## config.mk

```make
export PLATFORM = sky130hd
export DESIGN_NAME = aos_angle_shaping
export DESIGN_NICKNAME = d
export VERILOG_FILES = /design/src/rtl/aos_pkg.sv /design/src/rtl/aos_angle_shaping.sv /design/src/rtl/aos_window_chk.sv /design/src/rtl/aos_limiter.sv
export SDC_FILE = /design/constraint.sdc
export NUM_CORES = 1
export LEC_CHECK = 0
export ABC_CLOCK_PERIOD_IN_PS = 5700
export BUFFER_PORTS_ARGS = -buffer_cell sky130_fd_sc_hd__buf_2
export CORE_MARGIN = 1
export CORE_UTILIZATION = 39
export DETAILED_ROUTE_END_ITERATION = 16
export GPL_TIMING_DRIVEN = 0
export PLACE_DENSITY = 0.6
export SLEW_MARGIN = 20
export SYNTH_ARGS = -nofsm -noshare
export SYNTH_HDL_FRONTEND = slang
export SYNTH_SLANG_ARGS = --single-unit
```

## constraint.sdc

```tcl
create_clock -name clk -period 5.7 [get_ports clk]
set_clock_uncertainty 0.2 [all_clocks]
set_input_delay 0.855 -clock clk [delete_from_list [all_inputs] [get_ports clk]]
set_output_delay 0.855 -clock clk [all_outputs]
set_load 0.005 [all_outputs]
```

## src/rtl/aos_pkg.sv

```systemverilog
/*
 * Constants, types and helpers shared by the angle output shaping block.
 * Assumes 12-bit angle codes where 4096 codes make one full turn.
 */
package aos_pkg;

    localparam int ANGLE_W = 12;
    localparam int GAIN_W = 13;
    localparam int CFG_W = 26;
    localparam int ADDR_W = 8;

    // word addresses of the two configuration words
    localparam logic [7:0] RANGE_CHECK_OFS = 8'h3C;
    localparam logic [7:0] OUTPUT_SHAPING_OFS = 8'h3D;
    localparam logic [25:0] RANGE_CHECK_RST = 26'h0000000;
    localparam logic [25:0] OUTPUT_SHAPING_RST = 26'h0000000;

    // range_check_config fields
    localparam int CLAMP_EN_BIT = 25;
    localparam int WRAP_EN_BIT = 24;
    localparam int CEIL_LSB = 12;
    localparam int FLOOR_LSB = 0;

    // output_shaping_config fields
    localparam int BW_SEL_BIT = 25;
    localparam int SENSE_BIT = 24;
    localparam int ZSHIFT_LSB = 12;
    localparam int HI_LIM_LSB = 6;
    localparam int LO_LIM_LSB = 0;
    localparam int LIM_CODE_W = 6;

    localparam logic [11:0] CEIL_OFF = 12'hFFF;
    localparam logic [11:0] FLOOR_OFF = 12'h000;
    localparam logic [11:0] FULL_SCALE = 12'hFFF;
    // unity gain in 5.8 unsigned form
    localparam logic [13:0] GAIN_ONE = 14'h0100;
    localparam int GAIN_FRAC = 8;
    // two limit steps, in codes (about 4 degrees each)
    localparam logic [6:0] LIM_STEP_X2 = 7'h5B;

    typedef enum logic [1:0] {
        LIM_NORMAL = 2'b00,
        LIM_ROLL_AT_LIMITS = 2'b01,
        LIM_HOLD_FIRST = 2'b10,
        LIM_WRAP_AND_SAT = 2'b11
    } aos_lim_mode_t;

    typedef enum logic [1:0] {
        HS_INSIDE,
        HS_HELD_HI,
        HS_HELD_LO
    } aos_hold_state_t;

    typedef struct packed {
        logic valid;
        logic over_ceiling;
        logic under_floor;
        logic [11:0] angle;
    } aos_sample_t;

    function automatic logic [11:0] lim_steps(input logic [5:0] code);
        logic [12:0] prod;
        prod = 13'(code) * 13'(LIM_STEP_X2);
        return prod[12:1];
    endfunction

endpackage

```

## src/rtl/aos_angle_shaping.sv

```systemverilog
/*
 * Angle output shaping: the two configuration words, rotation sense,
 * input zero shift, input window check, scaling, output zero shift and
 * output limiting, as a four-stage pipeline.
 * Four cycles from angle_valid to out_valid; window flags are per-sample
 * levels that hold with out_angle until the next sample.
 * Configuration writes act at once, also on samples already in flight.
 * Assumes configuration words arrive through a simple word write port,
 * and neighbouring fields (input zero shift, gain, limited-range mode)
 * come in as steady levels.
 */
// Notes on behaviour
// range word bit 25 is clamp enable, bit 24 wrap enable; four modes.
// both clear: output wraps normally at a full turn.
// wrap only: output rolls over at the high and low limits.
// clamp only: output holds at the first limit it meets.
// both set: wraps at a full turn and saturates to the limits.
// ceiling in bits 23:12, checked before scaling, flags when exceeded.
// ceiling all ones disables the upper check.
// floor in bits 11:0, checked before scaling, flags when undercut.
// floor zero disables the lower check.
// ceiling and floor codes span zero to just under a full turn.
// shaping word bit 25 picks filter bandwidth; set halves it.
// shaping word bit 24 reverses rotation sense, before input shift.
// output zero shift in bits 23:12 is signed two's complement.
// output zero shift is added after scaling and window check.
// high limit code in bits 11:6 lowers limit about 4 degrees per step.
// low limit code in bits 5:0 raises limit about 4 degrees per step.
// window check and scaling only act in limited-range mode.
// angle arithmetic is 12-bit, wrapping modulo 4096 codes.
`timescale 1ns/1ps
module aos_angle_shaping #(
    parameter int ANGLE_W = 12,
    parameter int GAIN_W = 13
) (
    input wire logic clk,
    input wire logic nrst,
    input wire logic cfg_wr,
    input wire logic [7:0] cfg_addr,
    input wire logic [25:0] cfg_wdata,
    output logic [25:0] cfg_rd_data,
    input wire logic [ANGLE_W-1:0] in_zero_shift,
    input wire logic [GAIN_W-1:0] scale_gain,
    input wire logic limited_range,
    input wire logic angle_valid,
    input wire logic [ANGLE_W-1:0] angle_in,
    output logic out_valid,
    output logic [ANGLE_W-1:0] out_angle,
    output logic over_ceiling,
    output logic under_floor,
    output logic filter_bw_half
);

    if (ANGLE_W != aos_pkg::ANGLE_W) begin : g_bad_angle_w
        $error("angle width must be 12");
    end
    if (GAIN_W != aos_pkg::GAIN_W) begin : g_bad_gain_w
        $error("gain width must be 13");
    end

    // field layout must fit the 26-bit words
    if (aos_pkg::CEIL_LSB + aos_pkg::ANGLE_W > aos_pkg::CFG_W) begin : g_bad_ceil_pos
        $error("ceiling field runs past the word");
    end
    if (aos_pkg::ZSHIFT_LSB + aos_pkg::ANGLE_W > aos_pkg::CFG_W) begin : g_bad_shift_pos
        $error("output shift field runs past the word");
    end
    if (aos_pkg::HI_LIM_LSB + aos_pkg::LIM_CODE_W > aos_pkg::ZSHIFT_LSB) begin : g_bad_lim_pos
        $error("high limit field overlaps the output shift");
    end
    if (aos_pkg::ADDR_W != 8) begin : g_bad_addr_w
        $error("word address must be 8 bits");
    end

    // angle codes wrap at a full turn
    function automatic logic [11:0] turn_add(input logic [11:0] a, input logic [11:0] b);
        logic [12:0] sum;
        sum = {1'b0, a} + {1'b0, b};
        return sum[11:0];
    endfunction

    function automatic logic [11:0] turn_sub(input logic [11:0] a, input logic [11:0] b);
        logic [12:0] diff;
        diff = {1'b0, a} - {1'b0, b};
        return diff[11:0];
    endfunction

    // configuration words
    logic [25:0] range_cfg_q, range_cfg_d;
    logic [25:0] shape_cfg_q, shape_cfg_d;
    logic wr_range, wr_shape;

    assign wr_range = cfg_wr && (cfg_addr == aos_pkg::RANGE_CHECK_OFS);
    assign wr_shape = cfg_wr && (cfg_addr == aos_pkg::OUTPUT_SHAPING_OFS);

    always_comb begin
        range_cfg_d = range_cfg_q;
        shape_cfg_d = shape_cfg_q;
        if (wr_range) begin
            range_cfg_d = cfg_wdata;
        end
        if (wr_shape) begin
            shape_cfg_d = cfg_wdata;
        end
    end

    always_ff @(posedge clk or negedge nrst) begin
        if (!nrst) begin
            range_cfg_q <= aos_pkg::RANGE_CHECK_RST;
            shape_cfg_q <= aos_pkg::OUTPUT_SHAPING_RST;
        end else begin
            range_cfg_q <= range_cfg_d;
            shape_cfg_q <= shape_cfg_d;
        end
    end

    // read-back of the addressed word, unmapped reads as zero
    logic [25:0] rd_data_q, rd_data_d;

    always_comb begin
        case (cfg_addr)
            aos_pkg::RANGE_CHECK_OFS: begin
                rd_data_d = range_cfg_q;
            end
            aos_pkg::OUTPUT_SHAPING_OFS: begin
                rd_data_d = shape_cfg_q;
            end
            default: begin
                rd_data_d = 26'h0000000;
            end
        endcase
    end

    always_ff @(posedge clk or negedge nrst) begin
        if (!nrst) begin
            rd_data_q <= 26'h0000000;
        end else begin
            rd_data_q <= rd_data_d;
        end
    end

    assign cfg_rd_data = rd_data_q;

    // field decode
    logic clamp_en, wrap_en, sense_ccw, bw_half;
    logic [11:0] ceiling, floor_code, out_shift;
    logic [5:0] hi_code, lo_code;
    logic [11:0] hi_lim, lo_lim;
    aos_pkg::aos_lim_mode_t lim_mode;

    assign clamp_en = range_cfg_q[aos_pkg::CLAMP_EN_BIT];
    assign wrap_en = range_cfg_q[aos_pkg::WRAP_EN_BIT];
    assign ceiling = range_cfg_q[aos_pkg::CEIL_LSB +: aos_pkg::ANGLE_W];
    assign floor_code = range_cfg_q[aos_pkg::FLOOR_LSB +: aos_pkg::ANGLE_W];
    assign bw_half = shape_cfg_q[aos_pkg::BW_SEL_BIT];
    assign sense_ccw = shape_cfg_q[aos_pkg::SENSE_BIT];
    assign out_shift = shape_cfg_q[aos_pkg::ZSHIFT_LSB +: aos_pkg::ANGLE_W];
    assign hi_code = shape_cfg_q[aos_pkg::HI_LIM_LSB +: aos_pkg::LIM_CODE_W];
    assign lo_code = shape_cfg_q[aos_pkg::LO_LIM_LSB +: aos_pkg::LIM_CODE_W];
    assign lim_mode = aos_pkg::aos_lim_mode_t'({clamp_en, wrap_en});
    assign hi_lim = aos_pkg::FULL_SCALE - aos_pkg::lim_steps(hi_code);
    assign lo_lim = aos_pkg::lim_steps(lo_code);

    // stage 1: rotation sense, then input zero shift
    aos_pkg::aos_sample_t s1_q, s1_d;
    logic [11:0] sensed;

    always_comb begin
        // reversing sense mirrors the angle about zero
        sensed = sense_ccw ? turn_sub(12'h000, angle_in) : angle_in;
        s1_d = '0;
        s1_d.valid = angle_valid;
        s1_d.angle = turn_sub(sensed, in_zero_shift);
    end

    always_ff @(posedge clk or negedge nrst) begin
        if (!nrst) begin
            s1_q <= '0;
        end else begin
            s1_q <= s1_d;
        end
    end

    // stage 2: window check and scaling
    aos_pkg::aos_sample_t s2_q, s2_d;
    logic win_over, win_under;
    logic [13:0] gain_full;
    logic [25:0] product;

    aos_window_chk u_window (
        .angle(s1_q.angle),
        .ceiling(ceiling),
        .floor_code(floor_code),
        .limited_range(limited_range),
        .over_ceiling(win_over),
        .under_floor(win_under)
    );

    always_comb begin
        // gain is one plus the 5.8 field, so zero means unity
        gain_full = {1'b0, scale_gain} + aos_pkg::GAIN_ONE;
        product = 26'(s1_q.angle) * 26'(gain_full);
        s2_d.valid = s1_q.valid;
        s2_d.over_ceiling = win_over;
        s2_d.under_floor = win_under;
        s2_d.angle = s1_q.angle;
        if (limited_range) begin
            // excess above a full turn wraps
            s2_d.angle = product[aos_pkg::GAIN_FRAC +: aos_pkg::ANGLE_W];
        end
    end

    always_ff @(posedge clk or negedge nrst) begin
        if (!nrst) begin
            s2_q <= '0;
        end else begin
            s2_q <= s2_d;
        end
    end

    // stage 3: output zero shift
    aos_pkg::aos_sample_t s3_q, s3_d;

    always_comb begin
        s3_d = s2_q;
        // signed shift added modulo a full turn
        s3_d.angle = turn_add(s2_q.angle, out_shift); // see R13 see R14
    end

    always_ff @(posedge clk or negedge nrst) begin
        if (!nrst) begin
            s3_q <= '0;
        end else begin
            s3_q <= s3_d;
        end
    end

    // stage 4: limiting
    logic [11:0] limited;

    // limits follow the live codes, so a write also moves samples in flight
    aos_limiter u_limiter (
        .clk(clk),
        .nrst(nrst),
        .sample_valid(s3_q.valid),
        .angle(s3_q.angle),
        .mode(lim_mode),
        .hi_lim(hi_lim),
        .lo_lim(lo_lim),
        .limited(limited)
    );

    logic out_valid_q, out_valid_d;
    logic [11:0] out_angle_q, out_angle_d;
    logic over_q, over_d;
    logic under_q, under_d;

    always_comb begin
        out_valid_d = s3_q.valid;
        out_angle_d = out_angle_q;
        over_d = over_q;
        under_d = under_q;
        // results hold between samples
        if (s3_q.valid) begin
            out_angle_d = limited; // see R2 see R3 see R4
            over_d = s3_q.over_ceiling;
            under_d = s3_q.under_floor;
        end
    end

    always_ff @(posedge clk or negedge nrst) begin
        if (!nrst) begin
            out_valid_q <= 1'b0;
            out_angle_q <= 12'h000;
            over_q <= 1'b0;
            under_q <= 1'b0;
        end else begin
            out_valid_q <= out_valid_d;
            out_angle_q <= out_angle_d;
            over_q <= over_d;
            under_q <= under_d;
        end
    end

    // bandwidth select runs on its own, outside the sample path
    logic bw_q, bw_d;

    always_comb begin
        bw_d = bw_half;
    end

    always_ff @(posedge clk or negedge nrst) begin
        if (!nrst) begin
            bw_q <= 1'b0;
        end else begin
            bw_q <= bw_d;
        end
    end

    assign out_valid = out_valid_q;
    assign out_angle = out_angle_q;
    assign over_ceiling = over_q;
    assign under_floor = under_q;
    assign filter_bw_half = bw_q;

endmodule

```

## src/rtl/aos_window_chk.sv

```systemverilog
/*
 * Input window comparison of the angle taken before scaling.
 * Assumes the angle already carries rotation sense and input zero shift.
 */
`timescale 1ns/1ps
module aos_window_chk (
    input wire logic [11:0] angle,
    input wire logic [11:0] ceiling,
    input wire logic [11:0] floor_code,
    input wire logic limited_range,
    output logic over_ceiling,
    output logic under_floor
);

    always_comb begin
        over_ceiling = 1'b0;
        under_floor = 1'b0;
        if (limited_range) begin // see R6 see R8
            // all-ones ceiling switches the upper check off
            if (ceiling != aos_pkg::CEIL_OFF) begin // see R7
                over_ceiling = angle > ceiling;
            end
            // zero floor switches the lower check off
            if (floor_code != aos_pkg::FLOOR_OFF) begin // see R9
                under_floor = angle < floor_code;
            end
        end
    end

endmodule

```

## src/rtl/aos_limiter.sv

```systemverilog
/*
 * Output limiting in the four clamp and roll-over modes.
 * Assumes hi_lim not below lo_lim; result is combinational, state clocked.
 */
`timescale 1ns/1ps
module aos_limiter (
    input wire logic clk,
    input wire logic nrst,
    input wire logic sample_valid,
    input wire logic [11:0] angle,
    input wire aos_pkg::aos_lim_mode_t mode,
    input wire logic [11:0] hi_lim,
    input wire logic [11:0] lo_lim,
    output logic [11:0] limited
);

    aos_pkg::aos_hold_state_t state_q, state_d;
    logic above, below;

    always_comb begin
        above = angle > hi_lim;
        below = angle < lo_lim;
        state_d = state_q;
        limited = angle;
        case (mode)
            aos_pkg::LIM_NORMAL: begin
                state_d = aos_pkg::HS_INSIDE;
            end
            aos_pkg::LIM_ROLL_AT_LIMITS: begin
                state_d = aos_pkg::HS_INSIDE;
                if (above) begin
                    limited = lo_lim;
                end else if (below) begin
                    limited = hi_lim;
                end
            end
            aos_pkg::LIM_HOLD_FIRST: begin
                // remember which limit was met first, even across wrap
                if (!above && !below) begin
                    state_d = aos_pkg::HS_INSIDE;
                end else if (state_q == aos_pkg::HS_INSIDE) begin
                    state_d = above ? aos_pkg::HS_HELD_HI : aos_pkg::HS_HELD_LO;
                end
                if (state_d == aos_pkg::HS_HELD_HI) begin
                    limited = hi_lim;
                end else if (state_d == aos_pkg::HS_HELD_LO) begin
                    limited = lo_lim;
                end
            end
            aos_pkg::LIM_WRAP_AND_SAT: begin
                state_d = aos_pkg::HS_INSIDE;
                if (above) begin
                    limited = hi_lim;
                end else if (below) begin
                    limited = lo_lim;
                end
            end
            default: begin
                state_d = aos_pkg::HS_INSIDE;
            end
        endcase
        // hold state only moves on real samples
        if (!sample_valid) begin
            state_d = state_q;
        end
    end

    always_ff @(posedge clk or negedge nrst) begin
        if (!nrst) begin
            state_q <= aos_pkg::HS_INSIDE;
        end else begin
            state_q <= state_d;
        end
    end

endmodule

```

==> results.toml, run 1 <==
[status]
outcome = "finished with violations"
violations = "setup timing"

[cells_and_area]
syn2layout_area_growth_pct = 21.7
diodes = 0
nets = 2050
fin_cells = 2159
drive_gt1_share_pct = 22.7
final_area_um2 = 17000

[job]
maxCapViolCount = 0

[timing]
final_max_slew_viol_count = 0
rsz0062_at_grt = "true"
min_period_ps = 5860
relSlewSlack_pct = 46.9
setup_viol = 12
max_freq_mhz = 171
hold_viol = 0
worst_pin_slew_ps = 796
period_share_pct = 103
setup_slack_ps = -163

[clock_network]
numCtsBuffers = 17
insertion_delay_ps = 440
htreeDepth = 4
cts_tree = "done"
cts_num_sinks = 139
root_buffer = "clkbuf_16"
max-clock-path-buffers = 2
holdBufCountCts = 0
clkTransAtPathRegs_ps = 70

[synth]
netlist_top_cells_count = "242 x inv_1, 166 x nand2_1, 157 x ha_1"
yosysTopAreaCell = "dfrtp_1"
synthesis.area_um2 = 13900
synth_most_common_cell = "inv_1"
synth_nets = 1857
ys_warn_count = 0
avgSynthCellArea_um2 = 9.30
synthXorXnorAreaFrac_pct = 4.34
yosysUniqueCellTypes = 62
synth-compound-area-share_pct = 11.6
synth_fa_ha_area_share_pct = 32.2
ys_ff_latch = 139
ys.flop_type = "dfrtp_1"
synth_top_family_by_area = "adder cells"
synth-seq-area-share_pct = 25.0
postSynth.asyncResetShare_pct = 100
yosys.area_share.simple_pct = 12.4
muxShareOfSynthArea_pct = 6.31
synthTopCellsByArea = "dfrtp_1 25%, fa_1 18%, ha_1 14%"
synth_edf_count = 0
synth_top_area_share_pct = 25.0
synth_cells = 1498

[drt]
drt_iter0_markers = 823
dr.pass1.iters = 5
drt_wl_total_um = 39700
wl_per_cell_um = 18.4
vias_per_cell = 5.24
vias = 11300
antenna_left = 0
drcViolationCount = 0

[placement]
placed_area_um2 = 15200
gp_congestion = 0.973
portBuffers = 115
dp.cells = 2069
dp_slack_ps = -813
dp_hpwl_um = 30700

[setup_path]
critPathRequiredTime_ps = 5810
path_class = "flop to flop"
critPathMaxFanout = 8
cp.arrival_ps = 5970
start_kind = "flop"
cp-end-kind = "flop"

[floorplanning]
die_w_um = 191
io_pins = 118
core-area_um2 = 34900
die-area_um2 = 36500
rows = 68
die_y_um = 191
initial_core_util_pct = 39.9

[grt]
grtUsageMet2_pct = 36.5
track_usage_pct = 22.5
top_usage_layer = "met2"
grt_util_met1_pct = 30.8
grt_antenna_before_repair = 0
grt_max_degree = 81
overflow = 0
grt_pass1_vias = 11400
gr-usage-met3_pct = 3.84
grt_pass1_wl_um = 62700

[pwr]
p_leak_nw = 8.47
powerDensity_nw_per_um2 = 599
vdd_drop_max_mv = 0.841

[worst_hold_path]
worstHoldPathType = "input pin to async pin"
==> logic make-up after synthesis <==
kind of cell / Yosys count
adder cells (fa/ha/maj): 283
AO/OA/AOI/OAI: 249
buffers and inverters: 298
XOR/XNOR: 69
multiplexers: 82
flip-flops: 139
AND/OR/NAND/NOR: 378
==> layout make-up <==
class / count / area, µm²
flip-flops and latches: 139 / 3500
multi-input cells: 1061 / 9880
clock inverters: 15 / 198
clock buffers: 17 / 425
fillers: 3332 / 17900
repair buffers: 178 / 1130
well taps: 455 / 569
inverters: 243 / 912
plain buffers: 51 / 344
==> layout by cell type, fill, tap and decap left out, drive strengths merged, types with 11 or more instances in the layout <==
master,netlist,layout
xnor2,58,58
nand2b,13,13
clkbuf,47,51
a21o,20,20
nand3,21,21
nand2,166,166
mux2i,36,36
inv,242,251
mux2,46,46
nor2,76,76
and2,42,42
buf,8,195
o211ai,12,12
xor2,11,11
nand4,14,14
a21oi,57,57
ha,157,157
dfrtp,139,139
nor2b,13,13
fa,126,126
o21ai,67,67
nor3,15,15
==> layer usage <==
layer	share of wire [%]	wire length, µm	vias to the layer above
met2	47	18800	361
met4	2.5	1010	0
met5	0	0	-
li1	-	-	5345
met3	5.5	2170	76
met1	45	17800	5541
==> worst paths after layout <==
kind,startpoint,endpoint,slack [ps],depth (start not counted)
max reg2reg,shape_cfg_q[10],out_angle[2],-160,21
min,nrst,out_valid,130,1
max,shape_cfg_q[10],out_angle[2],-160,21
min in group clk,s1_q[14],s2_q[14],150,0
max in group asynchronous,nrst,s1_q[9],4390,2
min reg2reg,s1_q[14],s2_q[14],150,0
==> flip-flops by register name (all words and copies together), names as in the netlist, 2 cells and up <==
register / flops
cfg_rd_data: 26
s1_q: 13
u_limiter.state_q: 2
s2_q: 15
shape_cfg_q: 26
s3_q: 14
range_cfg_q: 26
out_angle: 12
==> through the flow <==
stage                     TNS, ps  total power, W  utilization, %  hold WS, ps
after floorplan                 0         0.00642               -          131
after global placement     -11590         0.00787            43.4          137
after detailed placement   -12390         0.00795            43.5          136
after CTS                    -719         0.00955            47.2          146
after global routing        -2720          0.0111            48.6          160
final                       -1280          0.0102            48.6          126
==> where the power goes <==
part | internal (W) | switching (W)
combinational | 0.00369 | 0.00383
sequential | 0.00121 | 0.000237
clock | 0.000671 | 0.000515
==> critical path, cell delays in order, from the launching register on <==
cell and delay (ps):
dfrtp_2 460, ha_4 260, buf_4 130, ha_1 270, fa_1 500, fa_2 390, a21o_1 210, a21oi_2 170
nor2b_1 70, o21a_1 190, o41a_1 350, xor2_2 200, ha_1 350, nand4_1 170, or2_4 310, a21o_4 220
a21o_4 250, a31o_4 330, buf_6 140, mux2_4 290, a22oi_2 180, a21oi_1 90
==> what timing repair did <==
item | 4_1_cts | 5_1_grt
resized for setup | 110 | 73
endpoints found under the setup margin | 21 | 19
hold endpoints to repair | 0 | 0
pin swaps | 37 | 53
cloned | 1 | 0
setup buffers | 30 | 31
(Power assumes the default switching activity.)
==> run 2, diff against run 1 <==
--- a/config.mk
+++ b/config.mk
@@ -11,7 +11,9 @@
 export CORE_UTILIZATION = 39
 export DETAILED_ROUTE_END_ITERATION = 16
 export GPL_TIMING_DRIVEN = 0
+export HOLD_SLACK_MARGIN = 0.12
 export PLACE_DENSITY = 0.6
+export REMOVE_ABC_BUFFERS = 1
 export SLEW_MARGIN = 20
 export SYNTH_ARGS = -nofsm -noshare
 export SYNTH_HDL_FRONTEND = slang
==> run 2 against run 1 <==
Flip-flop and latch count did not move. Maximum frequency rose by 0.11%. Clock power down 4%. Largest cell class unchanged. Critical endpoint is now out_angle[6]. Critical path type unchanged. The flow still finishes with violations (setup timing). Worst hold slack improved by 40 ps. Count of clock-buffer cells in the layout grew 2. Global-route usage fell by 1.3 points. Combinational power fell by 1%.
==> results.toml, run 2 (synthesis gave the netlist of run 1 again) <==
[drt]
wl_per_cell_um = 17.6
dr.pass1.iters = 6
drt_wl_total_um = 37400
vias = 11200
drt_iter0_markers = 563
vias_per_cell = 5.26
drcViolationCount = 0
antenna_left = 0

[setup_path]
cp-end-kind = "flop"
critPathRequiredTime_ps = 5790
critPathMostFrequentCell = "ha_4"
cp.arrival_ps = 5940
critical_path.cell_chain = "ha_4, inv_2, fa_1, fa_1, inv_2, ha_4, a21o_1, a21oi_2, nor2b_1, o21a_1, o41a_1, xor2_4, ha_4, nand4_1, or2_4, a21o_4, a21o_4, a31o_4, buf_6, mux2_4, a22oi_2, a21oi_1"
path_class = "flop to flop"
critPathMaxFanout = 8
r2r_slack_ps = -160
max_stage_delay_ps = 530
start_kind = "flop"
path_buf_inv = 3
slowest_stage = "fa_1"
cp_top_family = "compound AO/OA/AOI/OAI gates"

[timing]
worst_pin_slew_ps = 948
setup_slack_ps = -156
min_period_ps = 5860
rsz0062_at_grt = "true"
setup_viol = 12
hold_viol = 0
period_share_pct = 103
final_max_slew_viol_count = 0
max_freq_mhz = 171
fin_hold_ws_ps = 166
relSlewSlack_pct = 36.8

[grt]
track_usage_pct = 21.1
grt_pass1_wl_um = 59600
grt_antenna_before_repair = 2
grt_pass1_vias = 11400
grt_max_degree = 83
overflow = 0

[clock_network]
insertion_delay_ps = 430
numCtsBuffers = 17
htreeDepth = 4
clkTransAtPathRegs_ps = 70
cts_num_sinks = 139
root_buffer = "clkbuf_16"
cts_tree = "done"
max-clock-path-buffers = 2

[pwr]
powerDensity_nw_per_um2 = 597
vdd_drop_max_mv = 0.749
p_leak_nw = 8.41

[placement]
gp_congestion = 0.880
dp_slack_ps = -1290
dp.cells = 2021
placed_area_um2 = 15000
portBuffers = 117
dp_hpwl_um = 27400

[job]
maxCapViolCount = 0

[cells_and_area]
final_area_um2 = 16900
final_core_util_pct = 48.4
nets = 2016
syn2layout_area_growth_pct = 21.2
fill_cells = 3250
fin_cells = 2128
final_common_cell = "inv_1"
drive_gt1_share_pct = 22.5
final_cell_mix = "238 x inv_1, 162 x nand2_1, 141 x ha_1"

[floorplanning]
rows = 68
die_w_um = 191
core-area_um2 = 34900
die_y_um = 191
io_pins = 118
initial_core_util_pct = 39.9
die-area_um2 = 36500

[status]
violations = "setup timing"
outcome = "finished with violations"

[worst_hold_path]
worstHoldPathType = "flop to flop"
==> run 2: stage by stage <==
stage,total power [W],TNS [ps]
3_3_place_gp,0.00770,-26880
2_1_floorplan,0.00627,-3860
5_1_grt,0.0110,-2500
6_report,0.0101,-1150
3_5_place_dp,0.00785,-20360
4_1_cts,0.00941,-125
==> run 2: repair_timing <==
item	in CTS	in global routing
gates resized for setup	96	56
hold buffers	0	0
pin swaps	32	39
setup buffers	44	28
endpoints found under the setup margin	22	18
==> run 2: worst paths after layout <==
| path | start | to | cells after the start |
|---|---|---|---|
| setup / recovery | shape_cfg_q[7] | out_angle[6] | 22 |
| hold / removal | s2_q[13] | s3_q[13] | 0 |
| setup reg to reg | shape_cfg_q[7] | out_angle[6] | 22 |
| hold reg to reg | s2_q[13] | s3_q[13] | 0 |
| max in group asynchronous | nrst | shape_cfg_q[6] | 2 |
| min in group asynchronous | nrst | out_angle[3] | 1 |
==> run 2: final cells by class <==
| class | count | area [µm²] | area share (%) |
|---|---|---|---|
| Antenna cell | 3 | 7.51 | 0.0445 |
| Clock buffer | 19 | 443 | 2.62 |
| Clock inverter | 13 | 155 | 0.919 |
| Inverter | 243 | 912 | 5.40 |
| Multi-Input combinational cell | 1061 | 9920 | 58.7 |
| Sequential cell | 139 | 3520 | 20.9 |
| Tap cell | 455 | 569 | 3.37 |
| Timing Repair Buffer | 195 | 1350 | 8.02 |
==> run 2: where the power goes <==
part | internal, W | switching [W] | total (W) | leakage [nW]
registers | 0.00122 | 0.000289 | 0.00151 | 1.67
clock network | 0.000669 | 0.000476 | 0.00114 | 0.289
logic | 0.00358 | 0.00385 | 0.00743 | 6.45
==> run 2: routing by layer <==
metal | GRT usage [%] | vias to the layer above | share of wire (%)
li1 | - | 5298 | -
met3 | 2.52 | 50 | 4.7
met1 | 27.4 | 5544 | 43
met2 | 36.5 | 309 | 50
met5 | 0 | - | 0
met4 | 6.77 | 0 | 2.2
==> run 3, diff against run 2 <==
--- a/config.mk
+++ b/config.mk
@@ -5,8 +5,8 @@
 export SDC_FILE = /design/constraint.sdc
 export NUM_CORES = 1
 export LEC_CHECK = 0
-export ABC_CLOCK_PERIOD_IN_PS = 5700
-export BUFFER_PORTS_ARGS = -buffer_cell sky130_fd_sc_hd__buf_2
+export ABC_CLOCK_PERIOD_IN_PS = 4900
+export BUFFER_PORTS_ARGS = -buffer_cell sky130_fd_sc_hd__buf_4
 export CORE_MARGIN = 1
 export CORE_UTILIZATION = 39
 export DETAILED_ROUTE_END_ITERATION = 16
==> constraint.sdc (replaced) <==
create_clock -name clk -period 4.9 [get_ports clk]
set_clock_uncertainty 0.2 [all_clocks]
set_input_delay 0.735 -clock clk [delete_from_list [all_inputs] [get_ports clk]]
set_output_delay 0.735 -clock clk [all_outputs]
set_load 0.005 [all_outputs]
==> run 3 against run 2 <==
The flow still finishes with violations (setup timing). Combinational power rose by 53%. Global-route usage rose by 1.2 points. Sequential power rose by 13%. Worst hold slack got worse by 20 ps. Highest routed layer unchanged.
==> results.toml, run 3 (synthesis gave the netlist of run 1 again) <==
[grt]
grt_max_degree = 91
track_usage_pct = 22.3
grt_antenna_before_repair = 0
overflow = 0
grt_pass1_vias = 11700
grt_pass1_wl_um = 62400

[timing]
hold_viol = 0
rsz0062_at_grt = "true"
period_share_pct = 116
tns_ps = -12010
min_period_ps = 5660
max_freq_mhz = 177
relSlewSlack_pct = 41.9
setup_viol = 23
worst_pin_slew_ps = 872
final_max_slew_viol_count = 0
setup_slack_ps = -762

[worst_hold_path]
hold_depth = 0
worstHoldPathType = "flop to flop"

[placement]
dp_hpwl_um = 27400
portBuffers = 117
placed_area_um2 = 15300
gp_congestion = 0.873

[cells_and_area]
final_common_cell = "inv_1"
final_area_um2 = 17900
fill_cells = 3180
final_cell_mix = "229 x inv_1, 195 x buf_4, 147 x nand2_1"
nets = 2057
diodes = 0
final_core_util_pct = 51.2
regArea_um2 = 3530
multi_input_area_um2 = 10300
drive_gt1_share_pct = 27.7
syn2layout_area_growth_pct = 28.3

[clock_network]
numCtsBuffers = 17
clkTransAtPathRegs_ps = 60
cts_num_sinks = 139
root_buffer = "clkbuf_16"
htreeDepth = 4
insertion_delay_ps = 430
cts_tree = "done"
max-clock-path-buffers = 2

[setup_path]
critical_path.cell_chain = "ha_4, fa_1, fa_1, inv_2, ha_4, a21o_1, a21oi_2, nor2b_1, o21a_1, o41a_1, xor2_2, ha_4, nand4_1, a31oi_1, a211oi_4, a2111oi_4, a31o_4, buf_6, mux2_2, o21ai_1, a21oi_1"
critPathMaxFanout = 7
path_buf_inv = 2
r2r_slack_ps = -760
critPathMostFrequentCell = "ha_4"
critPathRequiredTime_ps = 5000
max_stage_delay_ps = 520
path_class = "flop to flop"
start_kind = "flop"
cp-end-kind = "flop"
path_depth = 21
r2r_cells = 21
cp_top_family = "compound AO/OA/AOI/OAI gates"
cp.arrival_ps = 5770
slowest_stage = "fa_1"

[job]
maxCapViolCount = 0

[drt]
vias_per_cell = 5.27
vias = 11400
antenna_left = 0
drt_wl_total_um = 39800
drcViolationCount = 0
wl_per_cell_um = 18.4
dr.pass1.iters = 7
drt_iter0_markers = 626

[floorplanning]
die_w_um = 191
rows = 68
die-area_um2 = 36500
die_y_um = 191
io_pins = 118
core-area_um2 = 34900
initial_core_util_pct = 39.9

[status]
violations = "setup timing"
outcome = "finished with violations"

[pwr]
p_leak_nw = 8.75
powerDensity_nw_per_um2 = 804
vdd_drop_max_mv = 1.05
## run 3: cell type report
cell class                      instances  share of cell area [%]
Clock buffer                           18                    2.46
Clock inverter                         13                   0.735
Inverter                              243                    5.10
Multi-Input combinational cell       1062                    57.4
Sequential cell                       139                    19.8
Tap cell                              455                    3.18
Timing Repair Buffer                  235                    11.3
## run 3: through the flow
stage               power [W]  setup WS, ps  std cells  hold slack [ps]
floorplan             0.00729         -1270       1443              131
detailed placement    0.00919         -1950       2022              141
CTS                    0.0135          -730       2140              149
global placement      0.00904         -2490       2015              134
finish                 0.0144          -762       2165              145
global route           0.0155          -974       2165              163
## run 3: power breakdown
group | internal [W] | switching (W)
clock network | 0.000722 | 0.000548
logic | 0.00592 | 0.00548
registers | 0.00142 | 0.000285
total | 0.00807 | 0.00631
## run 3: final timing paths
| path | startpoint | endpoint |
|---|---|---|
| worst max-delay path | shape_cfg_q[11] | out_angle[10] |
| worst min-delay path | s2_q[14] | out_valid_d |
| worst min register to register | s2_q[14] | out_valid_d |
| min in group asynchronous | nrst | out_angle[2] |
| worst max register to register | shape_cfg_q[11] | out_angle[10] |
| max in group asynchronous | nrst | s1_q[1] |
## run 3: per-layer routing
layer	share of wire, %	vias to the layer above	wire length, µm	GRT usage (%)
met5	0	-	0	0
met4	3.2	0	1270	8.03
met3	4.3	78	1710	3.08
met2	50	349	20000	39.0
met1	42	5613	16800	27.9
li1	-	5359	-	-
## run 3: timing repair
action	4_1_cts	5_1_grt
setup endpoints to repair	25	24
hold buffers	1	0
pin swaps	105	55
hold endpoints to repair	49	0
gates cloned	1	1
setup buffers	86	26
gates resized for setup	197	50
